### src/design/timer_pkg.sv
// constants for the 8-bit timer waveform and compare-output block
// assumes a 32-bit AXI4-Lite master and one 25 MHz clock
package timer_pkg;
	localparam int ADDR_W = 5;
	// register byte addresses
	localparam logic [4:0] CTRL_OFS = 5'h00;
	localparam logic [4:0] COUNT_OFS = 5'h04;
	localparam logic [4:0] COMPARE_OFS = 5'h08;
	localparam logic [4:0] STATUS_OFS = 5'h0C;
	localparam logic [4:0] PIN_OFS = 5'h10;
	// control register fields
	localparam int WGM_LO = 0;
	localparam int COM_LO = 2;
	localparam int CS_LO = 4;
	localparam int FOC_BIT = 7;
	// status and pin register fields
	localparam int OVF_BIT = 0;
	localparam int OCF_BIT = 1;
	localparam int DDR_BIT = 0;
	localparam int PORT_BIT = 1;
	localparam int OCS_BIT = 2;
	// waveform modes
	localparam logic [1:0] MODE_NORMAL = 2'h0;
	localparam logic [1:0] MODE_PHASE = 2'h1;
	localparam logic [1:0] MODE_CTC = 2'h2;
	localparam logic [1:0] MODE_FAST = 2'h3;
	// compare output actions
	localparam logic [1:0] COM_OFF = 2'h0;
	localparam logic [1:0] COM_TOGGLE = 2'h1;
	localparam logic [1:0] COM_CLEAR = 2'h2;
	localparam logic [1:0] COM_SET = 2'h3;
	localparam logic [7:0] CNT_MAX = 8'hFF;
	localparam logic [7:0] CNT_BOTTOM = 8'h00;
	localparam logic [7:0] REG_RST = 8'h00;
	// last prescaler count per clock select: stop,1,8,32,64,128,256,1024
	localparam logic [9:0] PRESC_LAST [8] = '{10'h000, 10'h000, 10'h007,
		10'h01F, 10'h03F, 10'h07F, 10'h0FF, 10'h3FF};
	localparam logic [1:0] RESP_OKAY = 2'h0;
	localparam logic [1:0] RESP_SLVERR = 2'h2;
endpackage : timer_pkg

### src/design/timer_waveform_output_modes.sv
// 8-bit timer with normal, clear-on-match and fast pwm counting,
// compare-output state and port override, behind an AXI4-Lite slave.
// assumes srst_i synchronous to mclk_i; pin wire resolved outside.
// Function
// - nonzero output mode overrides port output value
// - waveform shows on pin only when direction=output
// - override depends only on output mode field
// - output state preset before pin enabled
// - output mode zero leaves state untouched
// - mode change acts at next match; force immediate
// - waveform mode alone sets counting sequence
// - normal mode counts up, wraps FF to 00
// - normal overflow flag sets as count hits zero
// - normal mode accepts counter writes anytime
// - mode 2 clears counter on compare match
// - mode 2 sets compare flag at top
// - mode 2 compare writes unbuffered, may wrap first
// - mode 2 toggle output on each match
// - prescale 1,8,32,64,128,256,1024 divides timer clock
// - mode 2 overflow flag sets stepping max to 00
// - fast pwm counts zero to max, restarts
// - fast non-inverting: clear on match, set bottom
// - fast inverting: set on match, clear bottom
// - fast pwm clears counter tick after max
// - force updates state only, no flag or clear
// - match sets compare flag next timer cycle
// - pwm compare writes buffered, loaded at top
// - fast pwm overflow flag sets at max
//
// Design decisions made here: the address map and the AXI4-Lite register port.
`timescale 1ns/1ps
module timer_waveform_output_modes (
	input wire logic mclk_i,
	input wire logic srst_i,
	input wire logic [timer_pkg::ADDR_W-1:0] s_awaddr_i,
	input wire logic s_awvalid_i,
	output logic s_awready_o,
	input wire logic [31:0] s_wdata_i,
	input wire logic [3:0] s_wstrb_i,
	input wire logic s_wvalid_i,
	output logic s_wready_o,
	output logic [1:0] s_bresp_o,
	output logic s_bvalid_o,
	input wire logic s_bready_i,
	input wire logic [timer_pkg::ADDR_W-1:0] s_araddr_i,
	input wire logic s_arvalid_i,
	output logic s_arready_o,
	output logic [31:0] s_rdata_o,
	output logic [1:0] s_rresp_o,
	output logic s_rvalid_o,
	input wire logic s_rready_i,
	output logic pin_o,
	output logic pin_oe_o
);
	import timer_pkg::*;

	initial begin
		if (ADDR_W < 5) begin
			$error("address width too small for register map");
		end
	end

	function automatic logic oc_action(input logic [1:0] com, input logic oc);
		case (com)
			COM_TOGGLE: oc_action = ~oc;
			COM_CLEAR: oc_action = 1'b0;
			COM_SET: oc_action = 1'b1;
			default: oc_action = oc;
		endcase
	endfunction : oc_action

	// bus state
	logic awready_q, awready_d, wready_q, wready_d, bvalid_q, bvalid_d;
	logic arready_q, arready_d, rvalid_q, rvalid_d;
	logic [1:0] bresp_q, bresp_d, rresp_q, rresp_d;
	logic [31:0] rdata_q, rdata_d;
	logic [ADDR_W-1:0] awaddr_q, awaddr_d;
	logic [7:0] wdata_q, wdata_d;
	logic wstrb_q, wstrb_d;
	// timer state
	logic [1:0] wgm_q, wgm_d, com_q, com_d;
	logic [2:0] cs_q, cs_d;
	logic [9:0] presc_q, presc_d;
	logic [7:0] cnt_q, cnt_d, ocr_q, ocr_d, ocr_buf_q, ocr_buf_d;
	logic blk_q, blk_d, oc_q, oc_d, ovf_q, ovf_d, ocf_q, ocf_d;
	logic ddr_q, ddr_d, port_q, port_d, pin_q, pin_d, oe_q, oe_d;

	logic wr_fire, wr_hit, wr_ctrl, wr_cnt, wr_cmp, wr_sts, wr_pin;
	logic tick, match, hit, at_max, pwm, force_now;

	// both address and data held, response not yet raised
	assign wr_fire = !awready_q && !wready_q && !bvalid_q;
	assign wr_hit = awaddr_q == CTRL_OFS || awaddr_q == COUNT_OFS ||
		awaddr_q == COMPARE_OFS || awaddr_q == STATUS_OFS ||
		awaddr_q == PIN_OFS;
	assign wr_ctrl = wr_fire && wstrb_q && awaddr_q == CTRL_OFS;
	assign wr_cnt = wr_fire && wstrb_q && awaddr_q == COUNT_OFS;
	assign wr_cmp = wr_fire && wstrb_q && awaddr_q == COMPARE_OFS;
	assign wr_sts = wr_fire && wstrb_q && awaddr_q == STATUS_OFS;
	assign wr_pin = wr_fire && wstrb_q && awaddr_q == PIN_OFS;

	always_comb begin
		awready_d = awready_q;
		wready_d = wready_q;
		bvalid_d = bvalid_q;
		bresp_d = bresp_q;
		arready_d = arready_q;
		rvalid_d = rvalid_q;
		rresp_d = rresp_q;
		rdata_d = rdata_q;
		awaddr_d = awaddr_q;
		wdata_d = wdata_q;
		wstrb_d = wstrb_q;
		if (s_awvalid_i && awready_q) begin
			awready_d = 1'b0;
			awaddr_d = s_awaddr_i;
		end
		if (s_wvalid_i && wready_q) begin
			wready_d = 1'b0;
			wdata_d = s_wdata_i[7:0];
			wstrb_d = s_wstrb_i[0];
		end
		if (wr_fire) begin
			bvalid_d = 1'b1;
			bresp_d = wr_hit ? RESP_OKAY : RESP_SLVERR;
		end
		if (bvalid_q && s_bready_i) begin
			bvalid_d = 1'b0;
			awready_d = 1'b1;
			wready_d = 1'b1;
		end
		if (s_arvalid_i && arready_q) begin
			arready_d = 1'b0;
			rvalid_d = 1'b1;
			rresp_d = RESP_OKAY;
			rdata_d = 32'h00000000;
			case (s_araddr_i)
				// force strobe always reads as zero
				CTRL_OFS: rdata_d[6:0] = {cs_q, com_q, wgm_q};
				COUNT_OFS: rdata_d[7:0] = cnt_q;
				// pwm modes expose the buffer, not the active compare
				COMPARE_OFS: rdata_d[7:0] = ocr_buf_q;
				STATUS_OFS: rdata_d[1:0] = {ocf_q, ovf_q};
				PIN_OFS: rdata_d[2:0] = {oc_q, port_q, ddr_q};
				default: rresp_d = RESP_SLVERR;
			endcase
		end
		if (rvalid_q && s_rready_i) begin
			rvalid_d = 1'b0;
			arready_d = 1'b1;
		end
	end

	always_ff @(posedge mclk_i) begin
		if (srst_i) begin
			awready_q <= 1'b1;
			wready_q <= 1'b1;
			bvalid_q <= 1'b0;
			bresp_q <= RESP_OKAY;
			arready_q <= 1'b1;
			rvalid_q <= 1'b0;
			rresp_q <= RESP_OKAY;
			rdata_q <= 32'h00000000;
			awaddr_q <= '0;
			wdata_q <= REG_RST;
			wstrb_q <= 1'b0;
		end else begin
			awready_q <= awready_d;
			wready_q <= wready_d;
			bvalid_q <= bvalid_d;
			bresp_q <= bresp_d;
			arready_q <= arready_d;
			rvalid_q <= rvalid_d;
			rresp_q <= rresp_d;
			rdata_q <= rdata_d;
			awaddr_q <= awaddr_d;
			wdata_q <= wdata_d;
			wstrb_q <= wstrb_d;
		end
	end

	// >= so a clock select change mid-period cannot stall the prescaler
	assign tick = cs_q != 3'h0 && presc_q >= PRESC_LAST[cs_q];
	assign match = cnt_q == ocr_q;
	assign hit = tick && match && !blk_q;
	assign at_max = cnt_q == CNT_MAX;
	assign pwm = wgm_q[0];
	// force only counts when the newly written mode is non-pwm
	assign force_now = wr_ctrl && wdata_q[FOC_BIT] && !wdata_q[WGM_LO];

	always_comb begin
		wgm_d = wgm_q;
		com_d = com_q;
		cs_d = cs_q;
		presc_d = (tick || cs_q == 3'h0) ? 10'h000 : presc_q + 10'h001;
		cnt_d = cnt_q;
		ocr_d = ocr_q;
		ocr_buf_d = ocr_buf_q;
		blk_d = blk_q;
		oc_d = oc_q;
		ddr_d = ddr_q;
		port_d = port_q;
		ovf_d = ovf_q;
		ocf_d = ocf_q;
		if (tick) begin
			blk_d = 1'b0;
			if (hit) begin
				ocf_d = 1'b1;
			end
			if (at_max) begin
				ovf_d = 1'b1;
			end
			// sequence depends on waveform mode only
			if (wgm_q == MODE_CTC && hit) begin
				cnt_d = CNT_BOTTOM;
			end else begin
				cnt_d = cnt_q + 8'h01;
			end
			if (pwm && at_max) begin
				ocr_d = ocr_buf_q;
			end
			// com zero leaves the state alone
			if (hit) begin
				oc_d = oc_action(com_q, oc_q);
			end
			// bottom action after match so max compare gives a flat line
			if (pwm && at_max && com_q[1]) begin
				oc_d = com_q == COM_CLEAR;
			end
		end
		if (force_now) begin
			// written mode bits decide the forced action
			oc_d = oc_action(wdata_q[COM_LO+1:COM_LO], oc_q);
		end
		if (wr_ctrl) begin
			wgm_d = wdata_q[WGM_LO+1:WGM_LO];
			com_d = wdata_q[COM_LO+1:COM_LO];
			cs_d = wdata_q[CS_LO+2:CS_LO];
		end
		if (wr_cnt) begin
			// bus write beats counting and blocks the next match
			cnt_d = wdata_q;
			blk_d = 1'b1;
		end
		if (wr_cmp) begin
			ocr_buf_d = wdata_q;
			if (!pwm) begin
				ocr_d = wdata_q;
			end
		end
		if (wr_pin) begin
			ddr_d = wdata_q[DDR_BIT];
			port_d = wdata_q[PORT_BIT];
		end
		// write-one-to-clear, a same-cycle set wins
		if (wr_sts && wdata_q[OVF_BIT] && !(tick && at_max)) begin
			ovf_d = 1'b0;
		end
		if (wr_sts && wdata_q[OCF_BIT] && !hit) begin
			ocf_d = 1'b0;
		end
		pin_d = com_q != COM_OFF ? oc_q : port_q;
		oe_d = ddr_q;
	end

	always_ff @(posedge mclk_i) begin
		if (srst_i) begin
			wgm_q <= MODE_NORMAL;
			com_q <= COM_OFF;
			oc_q <= 1'b0;
			cs_q <= 3'h0;
			presc_q <= 10'h000;
			cnt_q <= REG_RST;
			ocr_q <= REG_RST;
			ocr_buf_q <= REG_RST;
			blk_q <= 1'b0;
			ddr_q <= 1'b0;
			port_q <= 1'b0;
			ovf_q <= 1'b0;
			ocf_q <= 1'b0;
			pin_q <= 1'b0;
			oe_q <= 1'b0;
		end else begin
			wgm_q <= wgm_d;
			com_q <= com_d;
			oc_q <= oc_d;
			cs_q <= cs_d;
			presc_q <= presc_d;
			cnt_q <= cnt_d;
			ocr_q <= ocr_d;
			ocr_buf_q <= ocr_buf_d;
			blk_q <= blk_d;
			ddr_q <= ddr_d;
			port_q <= port_d;
			ovf_q <= ovf_d;
			ocf_q <= ocf_d;
			pin_q <= pin_d;
			oe_q <= oe_d;
		end
	end

	assign s_awready_o = awready_q;
	assign s_wready_o = wready_q;
	assign s_bvalid_o = bvalid_q;
	assign s_bresp_o = bresp_q;
	assign s_arready_o = arready_q;
	assign s_rvalid_o = rvalid_q;
	assign s_rresp_o = rresp_q;
	assign s_rdata_o = rdata_q;
	assign pin_o = pin_q;
	assign pin_oe_o = oe_q;
endmodule : timer_waveform_output_modes

### config.mk
export PLATFORM = sky130hd
export DESIGN_NAME = timer_waveform_output_modes
export DESIGN_NICKNAME = d
export VERILOG_FILES = /design/src/design/timer_pkg.sv /design/src/design/timer_waveform_output_modes.sv
export SDC_FILE = /design/constraint.sdc
export NUM_CORES = 1
export LEC_CHECK = 0
export BUFFER_PORTS_ARGS = -buffer_cell sky130_fd_sc_hd__buf_2
export CELL_PAD_IN_SITES_DETAIL_PLACEMENT = 0
export CELL_PAD_IN_SITES_GLOBAL_PLACEMENT = 1
export CORE_MARGIN = 1
export CORE_UTILIZATION = 40
export DETAILED_ROUTE_END_ITERATION = 8
export GPL_TIMING_DRIVEN = 0
export PLACE_DENSITY = 0.82
export SLEW_MARGIN = 30
export SYNTH_ARGS = -nofsm -noshare
export SYNTH_HDL_FRONTEND = slang
export SYNTH_SLANG_ARGS = --single-unit
### constraint.sdc
create_clock -name mclk_i -period 2.96 [get_ports mclk_i]
set_input_delay 0.592 -clock mclk_i [delete_from_list [all_inputs] [get_ports mclk_i]]
set_output_delay 0.592 -clock mclk_i [all_outputs]
set_load 0.03 [all_outputs]
# After elaboration in Yosys (flattened, before gate mapping)
# Memory sizes are Yosys's and may differ from the RTL's.
# Index checks and enable logic that the tools add are counted.
[word_totals] ff_bits=80 rom_bits=80 n_memories=1 inputBits=53
[op_classes] muxes=24 n_reduce_logical=56 n_bitwise=2 eq_ne=18 add_sub_neg=2 magnitude_cmp=2
[memory_table] name="(name not given)" words=8 word_bits=10 read_ports=1 rd_ports_with_merged_regs=0 write_ports=0 line_no="timer_waveform_output_modes.sv:183" source="assign tick = cs_q != 3'h0 && presc_q >= PRESC_LAST[cs_q];"
[op_table] cell="$mux W8" count=7
[op_table] cell="$logic_and A1 B1 Y1" count=26
[op_table] cell="$eq A5 B4 Y1 const B" count=4
[op_table] cell="$mux W10" count=2
[op_table] cell="$pmux W4 S3" count=1
[op_table] cell="$add A10 B1 Y10 const B" count=1
[op_table] cell="$eq A2 B2 Y1 const B" count=5
[op_table] cell="$eq A5 B3 Y1 const B" count=2
[op_table] cell="$eq A5 B5 Y1 const B" count=2
[op_table] cell="$ge A10 B10 Y1" count=1
[op_table] cell="$logic_not A5 Y1" count=2
[op_table] cell="$pmux W2 S5" count=1
[op_table] cell="$reduce_or A2 Y1" count=5
[op_table] cell="$add A8 B1 Y8 const B" count=1
[op_table] cell="$eq A8 B8 Y1" count=1
[op_table] cell="$eq A8 B8 Y1 const B" count=1
[op_table] cell="$logic_not A1 Y1" count=7
[op_table] cell="$mux W1" count=7
[op_table] cell="$pmux W1 S3" count=2
[op_table] cell="$reduce_bool A2 Y1" count=3
[op_table] cell="$reduce_bool A3 Y1" count=2
[op_table] cell="$logic_or A1 B1 Y1" count=5
[op_table] cell="$reduce_bool A5 Y1" count=1
[op_table] cell="$reduce_or A5 Y1" count=1
[op_table] cell="other kinds (11)" count=14

# Longest topological paths before layout
[logic_depth] ltp_word=12 ltp_mapped=11 depth_no_buf=9

# Worst setup path before layout
# OpenSTA, ideal clock, no wires.
[synth_path] path_type="register to register" startpoint="register cs_q[2]" endpoint="register ocr_q[6]" setup_time_ps=134 t_arrival_ps=2239 path_stages_with_launch=11 setup_slack_ps=587 synth_period_minus_slack_ps=2373 cell_sequence="dfxtp_1 > clkbuf_1 > or2_2 > ha_1 > nand2b_1 > a21oi_1 > o21bai_1 > a211o_1 > clkbuf_1 > a311oi_1 > nor4_2"
[synth_between] elab_chain_len=9 elab_cells_between_ends=10
[synth_lines] item="start, declared" line_no="timer_waveform_output_modes.sv:82" source="logic [2:0] cs_q, cs_d;"
[synth_lines] item="start signal, assigned" line_no="timer_waveform_output_modes.sv:287" source="cs_q <= cs_d;"
[synth_lines] item="$not A3 Y4 (not written as such)" line_no="timer_waveform_output_modes.sv:183"
[synth_lines] item="$mem_v2 Z8 W10"
[synth_lines] item="$mux W10 (not written as such) (2 in series)" line_no="timer_waveform_output_modes.sv:183"
[synth_lines] item="$ge A10 B10 Y1" line_no="timer_waveform_output_modes.sv:183"
[synth_lines] item="$logic_and A1 B1 Y1 (*)" line_no="timer_waveform_output_modes.sv:183"
[synth_lines] item="$mux W8 (*)" line_no="timer_waveform_output_modes.sv:205" source="if (tick) begin"
[synth_lines] item="$mux W8" line_no="timer_waveform_output_modes.sv:247" source="if (!pwm) begin"
[synth_lines] item="$mux W8 (*)" line_no="timer_waveform_output_modes.sv:245" source="if (wr_cmp) begin"
[synth_lines] item="end signal, assigned" line_no="timer_waveform_output_modes.sv:290" source="ocr_q <= ocr_d;"
[synth_lines] item="end, declared" line_no="timer_waveform_output_modes.sv:84" source="logic [7:0] cnt_q, cnt_d, ocr_q, ocr_d, ocr_buf_q, ocr_buf_d;"
# Mark *: on every way between the ends. The rest lies on a longest branch, timed or not. The select of a mux whose other input is x is not followed.
# A chain may end at the register's enable or synchronous reset.

# Worst setup path after layout
[layout_path] startpoint="register cs_q[2]" endpoint="register ocr_q[1]"
# The elaborated chain is that of the path after synthesis.

==> out/results.txt <==
Final slew viol count -> 0
Number of nets still failing antenna checks after routing -> 0
Inst Count DP -> 713
CTS tree -> done
Result of the run -> completed
Reported net switching power -> 0.000585 W
Hold bufs inserted after CTS -> 0
Clock input transition at the sequential cells of the worst setup and hold paths -> 0.08 ns
First-pass GRT wire length -> 18,100 um
Pin count of the biggest net entering global routing -> 13
Routed met3 length -> 590 um
Starting utilization of the core area -> 0.413
Aggregate negative setup slack -> 0 ns
Root buffer cell -> clkbuf_8
Worst path max stage delay -> 0.43 ns
Register area -> 1560 sq um
Final hold violation count -> 0
Total vias in the final route -> 3,893
Power share of the combinational group -> 0.111
Antenna violations before repair -> 0
Post-layout nets -> 654
Worst setup path startpoint -> cs_q[2]$_SDFFE_PP0P_
Row count -> 37
Startpoint of the most critical register-to-register path -> cs_q[2]$_SDFFE_PP0P_
Floorplan die height -> 105 um
RSZ-0062 raised after global routing -> false
Port buffer count -> 40
Gate Count Post-Synth -> 512
Worst Tran Pin Value -> 0.704 ns
Initial DRC Count -> 263
GRT overflow -> 0
Kind of end point of the critical path -> flip-flop
Number of buffers on the longest clock path -> 2
CP Launch Type -> flip-flop
Net switching fraction of the power -> 0.259
Critical path cell sequence -> clkbuf_1 -> or2_2 -> ha_1 -> nand2b_1 -> a21oi_1 -> o21bai_1 -> a211o_1 -> clkbuf_2 -> a311oi_1 -> nor4_1
Startpoint of the worst hold path -> s_rresp_o[1]$_SDFFE_PP0P_
Synth Register Bits -> 78
Class of the worst hold path -> reg2reg
Cell Count, Final, Fillers Out -> 728
Global-route total usage across every layer -> 0.208
Post-detailed-route via-to-cell ratio -> 5.35
Worst clock skew -> 0.0104 ns
Post-detailed-route DRC marker count -> 0
Core Region -> 10,300 sq um
Final setup fails -> 0
Worst Setup Path Type -> reg2reg
Critical-path top delay cell -> a211o_1
Synthesized cell area -> 4270 sq um
Required arrival time at the worst endpoint -> 3.19 ns
Sequential-to-total area share from yosys stat -> 0.366
Critical path peak fanout -> 10
Share of synthesized registers carrying an async set or reset -> 0
Clk Latency, worst-skew pair -> 0.36 ns
Endpoint arrival time on the critical path -> 2.96 ns
Synth Flop Type -> dfxtp_1
Number of clock buffers inserted by TritonCTS -> 9
Final period utilization -> 0.923
Number of filler instances in the final layout -> 1,045
HPWL after DPL -> 8170 um
Post-synth top area cell -> dfxtp_1
Area of combinational cells with multiple inputs -> 2420 sq um
Power per cell area -> 455 nW/um^2
Static leakage -> 1.97 nW
Number of antenna cells inserted -> 0
Share of the synthesized area in the top cell type -> 0.366
Minimum clock period after layout -> 2.73 ns
Worst path bufs/invs -> 2
Number of enable flip-flop cells after synthesis -> 0
DIE AREA -> 11,100 sq um
DRT Wirelength -> 11,000 um
Mean routed wirelength per cell -> 15.1 um
Clk pwr share -> 0.400
Relative contribution of sequential cells to total power -> 0.489
Share of layout cells above drive strength 1 -> 0.191
Library cells used by synthesis -> 58
Number of primary I/O pins -> 96
Post-CTS Setup Bufs -> 0
Highest routing layer actually used -> met4
Total of max-cap violations -> 0
Area Overhead vs Synth -> 16.2%
Cell family with the largest share of critical-path delay -> compound AO/OA/AOI/OAI gates
Number of levels in the clock H-tree -> 3
Number of sinks driven by the clock tree -> 78
Met1 Wirelength -> 4960 um
Average instance area after synthesis -> 8.33 sq um
Yosys warning total -> 0
Highest achievable clock rate -> 0.366 GHz
Vias in the first global route -> 3,638
Detailed Routing Iterations Pass 1 -> 5
DR WL met2 -> 5250 um
Cell types occupying the most area after synthesis -> dfxtp_1, nor2_1, a21oi_1
Max_slew headroom -> 0.531
Width of the chip -> 105 um
Last weighted congestion value of the routability-driven placer -> 0.870
Maximum resistive drop on vdd -> 0.254 mV
Internal power component -> 0.00167 W
==> Yosys cell counts (all sizes together) (4+ instances only) <==
| master | n |
|---|---|
| clkbuf | 19 |
| a31oi | 6 |
| a21oi | 44 |
| buf | 38 |
| nand3 | 28 |
| and4 | 9 |
| xor2 | 6 |
| xnor2 | 12 |
| dfxtp | 78 |
| o21ai | 13 |
| a22oi | 6 |
| inv | 11 |
| nand2b | 4 |
| o311ai | 4 |
| nor2b | 5 |
| nand4 | 8 |
| nor4 | 13 |
| o211ai | 4 |
| nor2 | 75 |
| mux2i | 17 |
| or3 | 4 |
| a311oi | 9 |
| nand2 | 42 |
| ha | 13 |
| nor3 | 6 |
==> flip-flops by register name (all words and copies together) (netlist names), 2 cells and up <==
register / count
presc_q: 10
wdata_q: 8
cs_q: 3
com_q: 2
ocr_buf_q: 8
s_rdata_o: 8
wgm_q: 2
ocr_q: 8
cnt_q: 8
awaddr_q: 5
==> stage by stage <==
stage	total power, W	setup slack [ns]	hold slack (ns)	util	area (sq um)
final	0.00226	0.227	0.455	0.480	4960
after global routing	0.00234	0.0301	0.469	0.480	4960
after CTS	0.00227	0.200	0.458	0.480	4950
after detailed placement	0.00138	0.221	0.447	0.458	4730
after global placement	0.00137	0.273	0.445	0.458	4730
after floorplan	0.00131	0.587	0.437	-	4360
==> power groups by stage <==
stage	registers, W	clock network [W]	logic [W]
after floorplan	0.00114	0	0.000170
after global placement	0.00113	0	0.000246
after detailed placement	0.00113	0	0.000248
after CTS	0.00110	0.000917	0.000249
after global routing	0.00111	0.000961	0.000272
final	0.00110	0.000902	0.000251
==> layer usage <==
metal | global-route usage | up-vias
li1 | - | 1933
met1 | 0.263 | 1816
met2 | 0.351 | 126
met3 | 0.0414 | 18
met4 | 0.0704 | 0
met5 | 0 | -
==> tightest hold or removal path, cell delays in order, from the launching register on <==
cell     delay, ns
dfxtp_1       0.31
nand2_1       0.05
a21oi_1       0.05
==> cell families (layout without fill, tap and decap cells) <==
logic type / after synthesis / after routing / synth area share
AND/OR/NAND/NOR: 212 / 212 / 0.267
AO/OA/AOI/OAI: 102 / 102 / 0.154
flip-flops: 78 / 78 / 0.366
buffers and inverters: 68 / 123 / 0.0891
multiplexers: 20 / 20 / 0.0478
XOR/XNOR: 18 / 18 / 0.0369
adder cells (fa/ha/maj): 13 / 13 / 0.0381
other: 1 / 26 / 0.000879
==> path summary, 6_finish.rpt <==
| kind | to | slack (ns) | cells past startpoint |
|---|---|---|---|
| worst max-delay path | ocr_q[1]$_SDFF_PP0_ | 0.23 | 10 |
| worst min-delay path | s_rresp_o[1]$_SDFFE_PP0P_ | 0.45 | 2 |
| worst max register to register | ocr_q[1]$_SDFF_PP0_ | 0.23 | 10 |
| worst min register to register | s_rresp_o[1]$_SDFFE_PP0P_ | 0.45 | 2 |
==> repair_timing <==
action                                  CTS  global route
endpoints found under the hold margin     0             0
endpoints found under the setup margin    0            13
gates resized for setup                   0             6
==> cells in the final DEF, fill, tap and decap left out, types with 15 or more instances in the layout <==
cell type / instances
nand2_1: 42
mux2i_1: 17
dfxtp_1: 78
clkbuf_1: 15
buf_2: 46
buf_4: 27
a21oi_1: 44
nand3_1: 28
conb_1: 26
nor2_1: 73
==> area by class of cell <==
cell class / instances / area share
buffer: 57 / 0.0692
clock buffer: 11 / 0.0305
clock inverter: 4 / 0.0141
inverter: 11 / 0.00833
multi-input combinational: 391 / 0.488
sequential: 78 / 0.315
tap: 136 / 0.0343
timing repair buffer: 40 / 0.0404
Note: power is estimated with default switching activity, not from simulation.
